`config.mk`:
```
export PLATFORM = sky130hd
export DESIGN_NAME = swp_core
export DESIGN_NICKNAME = d
export VERILOG_FILES = /design/src/core/swp_core.v /design/src/core/swp_sync.v
export VERILOG_INCLUDE_DIRS = /design/src /design/src/core
export SDC_FILE = /design/constraint.sdc
export NUM_CORES = 2
export LEC_CHECK = 0
export ABC_CLOCK_PERIOD_IN_PS = 40800
export BUFFER_PORTS_ARGS = -buffer_cell sky130_fd_sc_hd__buf_2
export CELL_PAD_IN_SITES_DETAIL_PLACEMENT = 2
export CELL_PAD_IN_SITES_GLOBAL_PLACEMENT = 2
export CORE_UTILIZATION = 40
export DETAILED_ROUTE_END_ITERATION = 16
export GPL_TIMING_DRIVEN = 0
export PLACE_DENSITY_LB_ADDON = 0.1
export SLEW_MARGIN = 10
export SYNTH_ARGS = -nofsm -noshare
export SYNTH_HDL_FRONTEND = slang
export SYNTH_SLANG_ARGS = --single-unit
export TNS_END_PERCENT = 1
```
`constraint.sdc`:
```
create_clock -name clk -period 40.8 [get_ports clk]
set_input_delay 2.04 -clock clk [delete_from_list [all_inputs] [get_ports clk]]
set_output_delay 2.04 -clock clk [all_outputs]
set_load 0.02 [all_outputs]
```
`src/core/swp_consts.vh`:
```
// constants for the serial flash write-protection block
`ifndef SWP_CONSTS_VH
`define SWP_CONSTS_VH

// command opcodes
`define SWP_OP_SET_LATCH 8'h06
`define SWP_OP_CLR_LATCH 8'h04
`define SWP_OP_STAT_WR 8'h01
`define SWP_OP_EXT_WR 8'hC5
`define SWP_OP_NVCFG_WR 8'hB1
`define SWP_OP_VCFG_WR 8'h81
`define SWP_OP_PAGE_WR 8'h02
`define SWP_OP_SECT_WIPE 8'h20
`define SWP_OP_BLK_WIPE 8'hD8
`define SWP_OP_FULL_WIPE 8'hC7
`define SWP_OP_SEC_ERASE 8'h44
`define SWP_OP_SEC_PROG 8'h42
`define SWP_OP_RD_STAT 8'h05
`define SWP_OP_RD_FLAG 8'h70
`define SWP_OP_DPD 8'hB9
`define SWP_OP_DPD_EXIT 8'hAB
`define SWP_OP_RST_EN 8'h66
`define SWP_OP_RST 8'h99
`define SWP_OP_GLB_LOCK 8'h7E
`define SWP_OP_GLB_UNLOCK 8'h98
`define SWP_OP_BLK_LOCK 8'h36
`define SWP_OP_BLK_UNLOCK 8'h39
`define SWP_OP_LOCK_RD 8'h3D

// status byte field positions
`define SWP_ST_LOCK0 7
`define SWP_ST_GUARD_HI 6
`define SWP_ST_GUARD_LO 2
`define SWP_ST_LATCH 1
`define SWP_ST_BUSY 0
// flag status byte field positions
`define SWP_FL_READY 7
`define SWP_FL_PROT_ERR 1

// reset values
`define SWP_GUARD_RESET 5'h00
`define SWP_LOCK0_RESET 1'b0

// frame byte counts (opcode + 4 address bytes + data)
`define SWP_NB_DATA1 3'd2
`define SWP_NB_ADDR 3'd5
`define SWP_NB_ADDR_DATA 3'd6
`define SWP_LOCK_RD_AT 3'd4

// read-back value of a locked unit
`define SWP_LOCK_RD_SET 8'hFF

// timing
`define SWP_CLK_PERIOD_NS 10
`define SWP_OP_TIME_NS 2000
`define SWP_OP_CYCLES (`SWP_OP_TIME_NS / `SWP_CLK_PERIOD_NS)

`endif

```
`src/core/swp_core.v`:
```
// write-protection core of a serial NOR flash: latch, status, guards, locks
//
// Contract
// - set-write-latch command sets the write latch flag.
// - latch clears on power-up, reset pair, latch-clear and every write/erase.
// - latch at zero rejects all write, program and erase commands.
// - in deep power-down only release and reset pair are honoured.
// - low lock pin with lock0 set blocks writes to guard bits and status lock bit 0.
// - guard bit4 zero: codes 1..10 protect top 64KB doubling to 32MB.
// - guard bit4 one: lowest areas; X11XX and X1011 protect whole array.
// - page write, sector and block wipe refused inside protected area.
// - full-array wipe runs only when nothing is protected.
// - guard bits written only by status write, outside hardware protection.
// - global lock sets, global unlock clears every per-block lock bit.
// - addressed lock, unlock and lock read-back act on one block.
// - per-block lock bits are volatile, cleared by reset.
// - lowest and highest blocks lock per 4KB sector.
// - scheme select picks region guard or per-block locks.
// - status byte: lock0 bit7, guard 6..2, latch bit1, busy bit0.
// - busy reads one during program, erase, status or non-volatile config write.
// - guard and lock0 writable; latch and busy are read-only.
// - lock bits 0 and 1 select software, pin, lock-down or one-time lock.
// - lock1 and lock0 zero: status writable with latch set, pin ignored.
// - lock1 zero, lock0 one: low pin locks status, high pin allows.
// - protected program or erase sets error flag; next page write or wipe start clears it.
`include "swp_consts.vh"

module swp_core (
    input wire clk,
    input wire reset,
    input wire cs_n,
    input wire sclk,
    input wire si,
    input wire wp_n,
    input wire status_lock_bit1,
    input wire protect_scheme_select,
    output reg so_o,
    output reg so_oe,
    output reg busy_flag,
    output reg write_latch_flag,
    output reg protection_error_flag,
    output reg deep_power_down
);

localparam integer OP_CYC_I = `SWP_OP_CYCLES;
// busy length cut to the counter width on purpose
localparam [15:0] OP_CYC = OP_CYC_I[15:0];
localparam [1:0] RD_NONE = 2'd0;
localparam [1:0] RD_STAT = 2'd1;
localparam [1:0] RD_FLAG = 2'd2;
localparam [1:0] RD_LOCK = 2'd3;

wire [3:0] pins_s;
wire cs_n_s = pins_s[3];
wire sclk_s = pins_s[2];
wire si_s = pins_s[1];
wire wp_n_s = pins_s[0];

reg sclk_prev_q;
reg cs_n_prev_q;
reg [2:0] bit_cnt_q;
reg [2:0] byte_cnt_q;
reg [7:0] shift_in_q;
reg [7:0] opcode_q;
reg [31:0] addr_q;
reg [7:0] data_q;
reg [1:0] rd_sel_q;
reg [2:0] out_cnt_q;
reg [7:0] out_shift_q;
reg [4:0] guard_q;
reg lock0_q;
reg [15:0] busy_cnt_q;
reg rst_armed_q;
reg [1023:0] blk_lock_q;
reg [15:0] sec_lo_q;
reg [15:0] sec_hi_q;

////////////////////////////////////////////////////////////////////////////////
// pins cross into clk before anything looks at them
swp_sync #(
    .W(4)
) u_sync (
    .clk(clk),
    .reset(reset),
    .async_in({cs_n, sclk, si, wp_n}),
    .sync_out(pins_s)
);

////////////////////////////////////////////////////////////////////////////////
// guard decode: true when block blk lies in the area chosen by g
function region_hit;
    input [4:0] g;
    input [9:0] blk;
    reg [3:0] c;
    reg [9:0] m;
    begin
        c = g[3:0];
        m = 10'h3FF << (c - 4'h1);
        if (c == 4'h0)
            region_hit = 1'b0;
        else if (c[3:2] == 2'b11 || c == 4'hB)
            region_hit = 1'b1;
        else if (g[4])
            region_hit = ((blk & m) == 10'h000);
        else
            region_hit = ((blk & m) == m);
    end
endfunction

// lock lookup; edge blocks use sector bits, whole asks for any sector
function lock_hit;
    input [9:0] blk;
    input [3:0] sec;
    input whole;
    begin
        if (blk == 10'h000)
            lock_hit = whole ? (|sec_lo_q) : sec_lo_q[sec];
        else if (blk == 10'h3FF)
            lock_hit = whole ? (|sec_hi_q) : sec_hi_q[sec];
        else
            lock_hit = blk_lock_q[blk];
    end
endfunction

////////////////////////////////////////////////////////////////////////////////
// derived conditions
wire cs_act = ~cs_n_s;
wire sclk_rise = cs_act & sclk_s & ~sclk_prev_q;
wire sclk_fall = cs_act & ~sclk_s & sclk_prev_q;
wire cs_rise = cs_n_s & ~cs_n_prev_q;
wire [7:0] byte_in = {shift_in_q[6:0], si_s};
wire byte_done = sclk_rise & (bit_cnt_q == 3'd7);
wire exec = cs_rise & (bit_cnt_q == 3'd0) & (byte_cnt_q != 3'd0);
wire [9:0] tgt_blk = addr_q[25:16];
wire [3:0] tgt_sec = addr_q[15:12];
wire is_blk_op = (opcode_q == `SWP_OP_BLK_WIPE);
// hardware lock pin only counts with lock0 set; lock1 locks only while its input is high
wire sr_locked = status_lock_bit1 | (lock0_q & ~wp_n_s);
wire any_locked = (|blk_lock_q) | (|sec_lo_q) | (|sec_hi_q);
wire tgt_prot = protect_scheme_select ? region_hit(guard_q, tgt_blk)
                                      : lock_hit(tgt_blk, tgt_sec, is_blk_op);
wire any_prot = protect_scheme_select ? (guard_q[3:0] != 4'h0) : any_locked;
wire [7:0] status_byte = {lock0_q, guard_q, write_latch_flag, busy_flag};
wire [7:0] flag_byte = {~busy_flag, 5'h00, protection_error_flag, 1'b1};
wire [7:0] lock_byte = lock_hit(tgt_blk, tgt_sec, 1'b0) ? `SWP_LOCK_RD_SET : 8'h00;
reg [7:0] rd_byte;

// byte source for the output shifter, sampled fresh each byte
always @*
begin
    case (rd_sel_q)
        RD_STAT: rd_byte = status_byte;
        RD_FLAG: rd_byte = flag_byte;
        RD_LOCK: rd_byte = lock_byte;
        default: rd_byte = 8'h00;
    endcase
end

////////////////////////////////////////////////////////////////////////////////
// serial input: edges found on the sampled clock, bits taken on rise
always @(posedge clk or posedge reset)
begin
    if (reset)
    begin
        sclk_prev_q <= 1'b1;
        cs_n_prev_q <= 1'b1;
        bit_cnt_q <= 3'd0;
        byte_cnt_q <= 3'd0;
        shift_in_q <= 8'h00;
        opcode_q <= 8'h00;
        addr_q <= 32'h00000000;
        data_q <= 8'h00;
    end
    else
    begin
        sclk_prev_q <= sclk_s;
        cs_n_prev_q <= cs_n_s;
        if (!cs_act)
        begin
            bit_cnt_q <= 3'd0;
            if (!cs_rise)
                byte_cnt_q <= 3'd0; // count held one cycle for execution
        end
        else if (sclk_rise)
        begin
            shift_in_q <= byte_in;
            bit_cnt_q <= bit_cnt_q + 3'd1;
            if (bit_cnt_q == 3'd7)
            begin
                if (byte_cnt_q == 3'd0)
                    opcode_q <= byte_in;
                else if (byte_cnt_q < `SWP_NB_ADDR)
                    addr_q <= {addr_q[23:0], byte_in};
                else if (byte_cnt_q == `SWP_NB_ADDR)
                    data_q <= byte_in;
                if (byte_cnt_q != 3'd7)
                    byte_cnt_q <= byte_cnt_q + 3'd1; // saturates, longer pages ok
            end
        end
    end
end

////////////////////////////////////////////////////////////////////////////////
// serial output: mode picked at byte end, bits launched on falling edges
always @(posedge clk or posedge reset)
begin
    if (reset)
    begin
        rd_sel_q <= RD_NONE;
        out_cnt_q <= 3'd0;
        out_shift_q <= 8'h00;
        so_o <= 1'b0;
        so_oe <= 1'b0;
    end
    else
    begin
        so_oe <= cs_act & (rd_sel_q != RD_NONE);
        if (!cs_act)
        begin
            rd_sel_q <= RD_NONE;
            out_cnt_q <= 3'd0;
        end
        else if (byte_done && byte_cnt_q == 3'd0 && !deep_power_down)
        begin
            if (byte_in == `SWP_OP_RD_STAT)
                rd_sel_q <= RD_STAT;
            else if (byte_in == `SWP_OP_RD_FLAG)
                rd_sel_q <= RD_FLAG;
        end
        else if (byte_done && byte_cnt_q == `SWP_LOCK_RD_AT && !deep_power_down
                 && !busy_flag && opcode_q == `SWP_OP_LOCK_RD)
            rd_sel_q <= RD_LOCK;
        else if (sclk_fall && rd_sel_q != RD_NONE)
        begin
            // reload each byte so a polled status tracks busy live
            out_cnt_q <= out_cnt_q + 3'd1;
            if (out_cnt_q == 3'd0)
            begin
                so_o <= rd_byte[7];
                out_shift_q <= {rd_byte[6:0], 1'b0};
            end
            else
            begin
                so_o <= out_shift_q[7];
                out_shift_q <= {out_shift_q[6:0], 1'b0};
            end
        end
    end
end

////////////////////////////////////////////////////////////////////////////////
// command execution at chip-select release
always @(posedge clk or posedge reset)
begin
    if (reset)
    begin
        write_latch_flag <= 1'b0;
        busy_flag <= 1'b0;
        busy_cnt_q <= 16'h0000;
        protection_error_flag <= 1'b0;
        deep_power_down <= 1'b0;
        rst_armed_q <= 1'b0;
        guard_q <= `SWP_GUARD_RESET;
        lock0_q <= `SWP_LOCK0_RESET;
        blk_lock_q <= {1024{1'b0}};
        sec_lo_q <= 16'h0000;
        sec_hi_q <= 16'h0000;
    end
    else
    begin
        // busy runs out on its own; no command can shorten it
        if (busy_flag)
        begin
            busy_cnt_q <= busy_cnt_q - 16'h0001;
            if (busy_cnt_q == 16'h0001)
                busy_flag <= 1'b0;
        end
        if (exec)
        begin
            rst_armed_q <= (opcode_q == `SWP_OP_RST_EN) & ~busy_flag;
            if (opcode_q == `SWP_OP_RST && rst_armed_q)
            begin
                // reset pair honoured even in deep power-down
                write_latch_flag <= 1'b0;
                deep_power_down <= 1'b0;
                protection_error_flag <= 1'b0;
                blk_lock_q <= {1024{1'b0}};
                sec_lo_q <= 16'h0000;
                sec_hi_q <= 16'h0000;
            end
            else if (deep_power_down)
            begin
                if (opcode_q == `SWP_OP_DPD_EXIT)
                    deep_power_down <= 1'b0;
            end
            else if (!busy_flag)
            begin
                case (opcode_q)
                    `SWP_OP_SET_LATCH: write_latch_flag <= 1'b1;
                    `SWP_OP_CLR_LATCH: write_latch_flag <= 1'b0;
                    `SWP_OP_STAT_WR:
                    begin
                        if (byte_cnt_q >= `SWP_NB_DATA1)
                        begin
                            write_latch_flag <= 1'b0;
                            if (write_latch_flag && !sr_locked)
                            begin
                                // only lock0 and guard bits take data
                                lock0_q <= addr_q[`SWP_ST_LOCK0];
                                guard_q <= addr_q[`SWP_ST_GUARD_HI:`SWP_ST_GUARD_LO];
                                busy_flag <= 1'b1;
                                busy_cnt_q <= OP_CYC;
                            end
                        end
                    end
                    `SWP_OP_EXT_WR, `SWP_OP_VCFG_WR:
                        write_latch_flag <= 1'b0;
                    `SWP_OP_NVCFG_WR, `SWP_OP_SEC_ERASE, `SWP_OP_SEC_PROG:
                    begin
                        write_latch_flag <= 1'b0;
                        if (write_latch_flag)
                        begin
                            busy_flag <= 1'b1;
                            busy_cnt_q <= OP_CYC;
                        end
                    end
                    `SWP_OP_PAGE_WR, `SWP_OP_SECT_WIPE, `SWP_OP_BLK_WIPE:
                    begin
                        if (byte_cnt_q >= (opcode_q == `SWP_OP_PAGE_WR ?
                                           `SWP_NB_ADDR_DATA : `SWP_NB_ADDR))
                        begin
                            write_latch_flag <= 1'b0;
                            if (write_latch_flag && tgt_prot)
                                protection_error_flag <= 1'b1;
                            else if (write_latch_flag)
                            begin
                                protection_error_flag <= 1'b0;
                                busy_flag <= 1'b1;
                                busy_cnt_q <= OP_CYC;
                            end
                        end
                    end
                    `SWP_OP_FULL_WIPE:
                    begin
                        write_latch_flag <= 1'b0;
                        if (write_latch_flag && any_prot)
                            protection_error_flag <= 1'b1;
                        else if (write_latch_flag)
                        begin
                            protection_error_flag <= 1'b0;
                            busy_flag <= 1'b1;
                            busy_cnt_q <= OP_CYC;
                        end
                    end
                    `SWP_OP_DPD: deep_power_down <= 1'b1;
                    `SWP_OP_GLB_LOCK:
                    begin
                        blk_lock_q <= {1024{1'b1}};
                        sec_lo_q <= 16'hFFFF;
                        sec_hi_q <= 16'hFFFF;
                    end
                    `SWP_OP_GLB_UNLOCK:
                    begin
                        blk_lock_q <= {1024{1'b0}};
                        sec_lo_q <= 16'h0000;
                        sec_hi_q <= 16'h0000;
                    end
                    `SWP_OP_BLK_LOCK, `SWP_OP_BLK_UNLOCK:
                    begin
                        if (byte_cnt_q >= `SWP_NB_ADDR)
                        begin
                            if (tgt_blk == 10'h000)
                                sec_lo_q[tgt_sec] <= (opcode_q == `SWP_OP_BLK_LOCK);
                            else if (tgt_blk == 10'h3FF)
                                sec_hi_q[tgt_sec] <= (opcode_q == `SWP_OP_BLK_LOCK);
                            else
                                blk_lock_q[tgt_blk] <= (opcode_q == `SWP_OP_BLK_LOCK);
                        end
                    end
                    default: ;
                endcase
            end
        end
    end
end

endmodule

```
`src/core/swp_sync.v`:
```
// two-flop synchroniser for a group of asynchronous levels
module swp_sync #(
    parameter W = 1
) (
    input wire clk,
    input wire reset,
    input wire [W-1:0] async_in,
    output reg [W-1:0] sync_out
);

reg [W-1:0] meta_q;

////////////////////////////////////////////////////////////////////////////////
// first stage feeds only the second stage
always @(posedge clk or posedge reset)
begin
    if (reset)
    begin
        meta_q <= {W{1'b1}};
        sync_out <= {W{1'b1}};
    end
    else
    begin
        meta_q <= async_in;
        sync_out <= meta_q;
    end
end

endmodule

```
==> run_results.csv <==
group,metric,value,unit
global_routing,grt_pass1_vias,80900,
critical_path,crit_fanout,10,
hold_path,worstHoldEndpoint,"u_sync.sync_out[3]",
place,io_buffers,13,
timing,finalHoldViolCount,0,
clocking,holdBufCountCts,0,
synth,ys_ff_latch,1154,
power_and_ir_drop,leakage,33.3,nW
outcome,outcome,"complete, but fails checks",
cells_and_area,n_fill_cell,18700,
synth,yosysWarnings,0,
synth,synthFlopType,"dfrtp_1",
critical_path,reg2reg_from,"addr_q[16]",
cells_and_area,drive_gt1_frac,0.0909,
clocking,cts_buffers,147,
route,ant_nets,0,
synth,synth_top_area_cell,"dfrtp_1",
power_and_ir_drop,clkPwrFrac,0.538,
route,drt_iter0_markers,11600,
timing,slew_viol_final,98,
timing,fin_crit,7.01,ns
critical_path,cp.required,41.49,ns
route,wl_met3,69300,um
timing,rsz0062_at_grt,"false",
synth,synth_fp_nets,8127,
clocking,cts.sinks,1154,
clocking,insertion_delay,0.86,ns
critical_path,worstReg2RegEnd,"blk_lock_q[1022]",
synth,synth.area.top_cells,"dfrtp_1, a21oi_1, o21ai_0, mux2i_1, clkbuf_1",
flow_run,maxCapViolCount,10,
place,hpwl,317000,um
route,top_layer,"met5",
synth,async_flop_share,1.00,
synth,synth.most_common_cell,"a21oi_1",
power_and_ir_drop,irDropWorstVdd,0.0000405,V
timing,setup_tns,0,ns
die,die_x,413,um
timing,min_period_over_period,0.172,
die,core.rowCount,150,
route,drc,0,
die,io_pins,14,
synth,synth_edf_count,0,
timing,worstMarginPinSlew,1.56,ns
die,die_y,413,um
critical_path,rrSetupSlack,33.79,ns
cells_and_area,area_delta_synth_final,13.6,%
clocking,clk_path_buf_depth,3,
critical_path,crit_type,"flop to flop",
place,gp_congestion,1.02,
die,start_util,0.403,
hold_path,hold_class,"flop to flop",
clocking,post_cts_buffers,0,
global_routing,track_usage,0.550,
critical_path,startpoint_type,"flop",
hold_path,holdCritStartpoint,"u_sync.meta_q[3]",
synth,yosysSeqAreaShare,0.428,
global_routing,grt_start_max_net_pins,113,
clocking,clk_pin_slew,0.06,ns
die,coreArea,0.167,mm^2
cells_and_area,fin_nets,8343,
clocking,cts_resized,0,
critical_path,cp-end-kind,"flop",
synth,netlist-cell-type-count,71,
synth,synth_area,0.0675,mm^2
route,m1WireLength,173000,um
power_and_ir_drop,p_comb_frac,0.014,
timing,finalClockSkew,0.0455,ns
route,vias,81900,
cells_and_area,final_cells,10700,
clocking,cts_max_level,4,
timing,setup_viol_count_final,0,
critical_path,r2r_cells,13,
timing,timing.fmax,143,MHz
synth,syn_inst,8101,
clocking,root_buffer,"clkbuf_16",
route,routed_via_density,7.66,
synth,postSynthAreaPerCell,8.33,um^2
power_and_ir_drop,swShare,0.247,
global_routing,grt-ovfl-total,0,
timing,slew_headroom,-0.0411,
power_and_ir_drop,power_frac_seq,0.448,
hold_path,hold_depth,0,
outcome,violations,"max-capacitance violations, max-slew violations",
route,wl_met2,188000,um
power_and_ir_drop,switching_power,0.635,mW
power_and_ir_drop,p_per_area,33.6,mW/mm^2
route,postRouteWirelength,480000,um
synth,synth_top_area_frac,0.424,
route,post_drt_wl_per_cell,44.9,um
die,die-area,0.170,mm^2
clocking,tritoncts,"done",
global_routing,grt_pass1_wl,655000,um
synth,synth_commonest_cells,"a21oi_1, o21ai_0, dfrtp_1",
place,dpl.cell_count,10400,
critical_path,worst_ep_arrival_time,7.70,ns
route,drt_pass1_iterations,8,
global_routing,antenna_found_initial,47,
power_and_ir_drop,p_int,1.94,mW
==> cell type report <==
| cell class | instances | area, um^2 | area share |
|---|---|---|---|
| clock inverters | 43 | 470 | 0.00614 |
| multi-input cells | 5904 | 34500 | 0.450 |
| well taps | 2204 | 2760 | 0.0360 |
| flip-flops and latches | 1154 | 28900 | 0.377 |
| repair buffers | 67 | 1040 | 0.0136 |
| clock buffers | 218 | 4360 | 0.0568 |
| inverters | 19 | 78.8 | 0.00103 |
| diodes | 58 | 145 | 0.00189 |
| plain buffers | 1024 | 4400 | 0.0574 |
==> layer usage <==
layer,vias to the layer above,track usage
met3,2277,0.256
met1,42000,0.664
li1,30700,-
met2,6784,0.729
met5,-,0.0122
met4,47,0.468
==> power groups by stage <==
| stage | registers, mW | clock network (mW) | logic (mW) |
|---|---|---|---|
| 3_3_place_gp | 1.18 | 0 | 0.0309 |
| 5_1_grt | 1.15 | 1.40 | 0.0393 |
| 2_1_floorplan | 1.17 | 0 | 0.0210 |
| 6_report | 1.15 | 1.38 | 0.0359 |
| 3_5_place_dp | 1.17 | 0 | 0.0363 |
| 4_1_cts | 1.15 | 1.36 | 0.0366 |
==> layout by cell type, fill, tap and decap left out, types with 37 or more instances in the layout <==
| cell | Yosys | routed |
|---|---|---|
| nor2_1 | 117 | 103 |
| nor3_1 | 65 | 51 |
| o22ai_1 | 186 | 186 |
| o21ai_0 | 2014 | 2014 |
| nand4_1 | 82 | 82 |
| diode_2 | 0 | 58 |
| a21oi_1 | 2089 | 2089 |
| buf_4 | 29 | 40 |
| clkbuf_16 | 0 | 149 |
| clkbuf_1 | 894 | 747 |
| dfrtp_1 | 1144 | 1144 |
| clkbuf_2 | 0 | 179 |
| mux2_2 | 48 | 48 |
| mux2i_1 | 441 | 441 |
| nand2_1 | 69 | 69 |
| clkbuf_8 | 0 | 37 |
| mux4_2 | 52 | 52 |
| buf_2 | 71 | 88 |
| o21ai_1 | 122 | 121 |
| nor4_1 | 328 | 324 |
==> worst max-delay path by stage <==
stage	start	end	slack (ns)
finish	addr_q[16]	blk_lock_q[1022]	33.79
global route	addr_q[16]	blk_lock_q[1022]	34.25
CTS	addr_q[16]	blk_lock_q[1022]	34.57
detailed placement	addr_q[16]	blk_lock_q[1022]	34.65
global placement	reset	blk_lock_q[262]	-10.41
floorplan	reset	addr_q[0]	6.27
==> cell families after synthesis <==
group	Yosys count	share of synthesized area
buffers and inverters	1043	0.0629
and+or+nand+nor	785	0.0661
xor gates and xnor gates	19	0.00247
adders and majority gates	18	0.00334
AOI/OAI and AO/OA	4541	0.346
muxes	541	0.0908
DFF	1154	0.428
==> sequential cells by signal, indices dropped and copies added (netlist names), 4 cells and up <==
| name | cells |
|---|---|
| u_sync.sync_out | 4 |
| guard_q | 5 |
| out_shift_q | 7 |
| sec_lo_q | 16 |
| sec_hi_q | 16 |
| u_sync.meta_q | 4 |
| blk_lock_q | 1024 |
| busy_cnt_q | 16 |
| addr_q | 26 |
| opcode_q | 8 |
| shift_in_q | 7 |
==> through the flow <==
stage          instance area [um^2]  total power, mW  setup WS (ns)  hold WS, ns   util
3_3_place_gp                  70300             1.21         -10.41        0.346  0.420
5_1_grt                       76500             2.59          34.25        0.361  0.457
4_1_cts                       76500             2.55          34.57        0.359  0.457
2_1_floorplan                 67500             1.20           6.27        0.345      -
3_5_place_dp                  71700             1.21          34.65        0.349  0.428
6_report                      76700             2.57          33.79        0.356  0.458
==> worst max-delay path, cell delays in order (launching register included) <==
cell      delay (ns)
dfrtp_1         0.33
buf_2           0.14
buf_4           0.29
buf_2           0.74
buf_2           0.98
nand2_1         0.58
nor2_1          0.41
a211oi_1        0.17
o21ai_1         0.17
buf_2           0.65
buf_2           0.96
buf_2           0.55
clkbuf_1        0.55
o21ai_0         0.24
No activity file was read; power rests on OpenSTA's default activity.
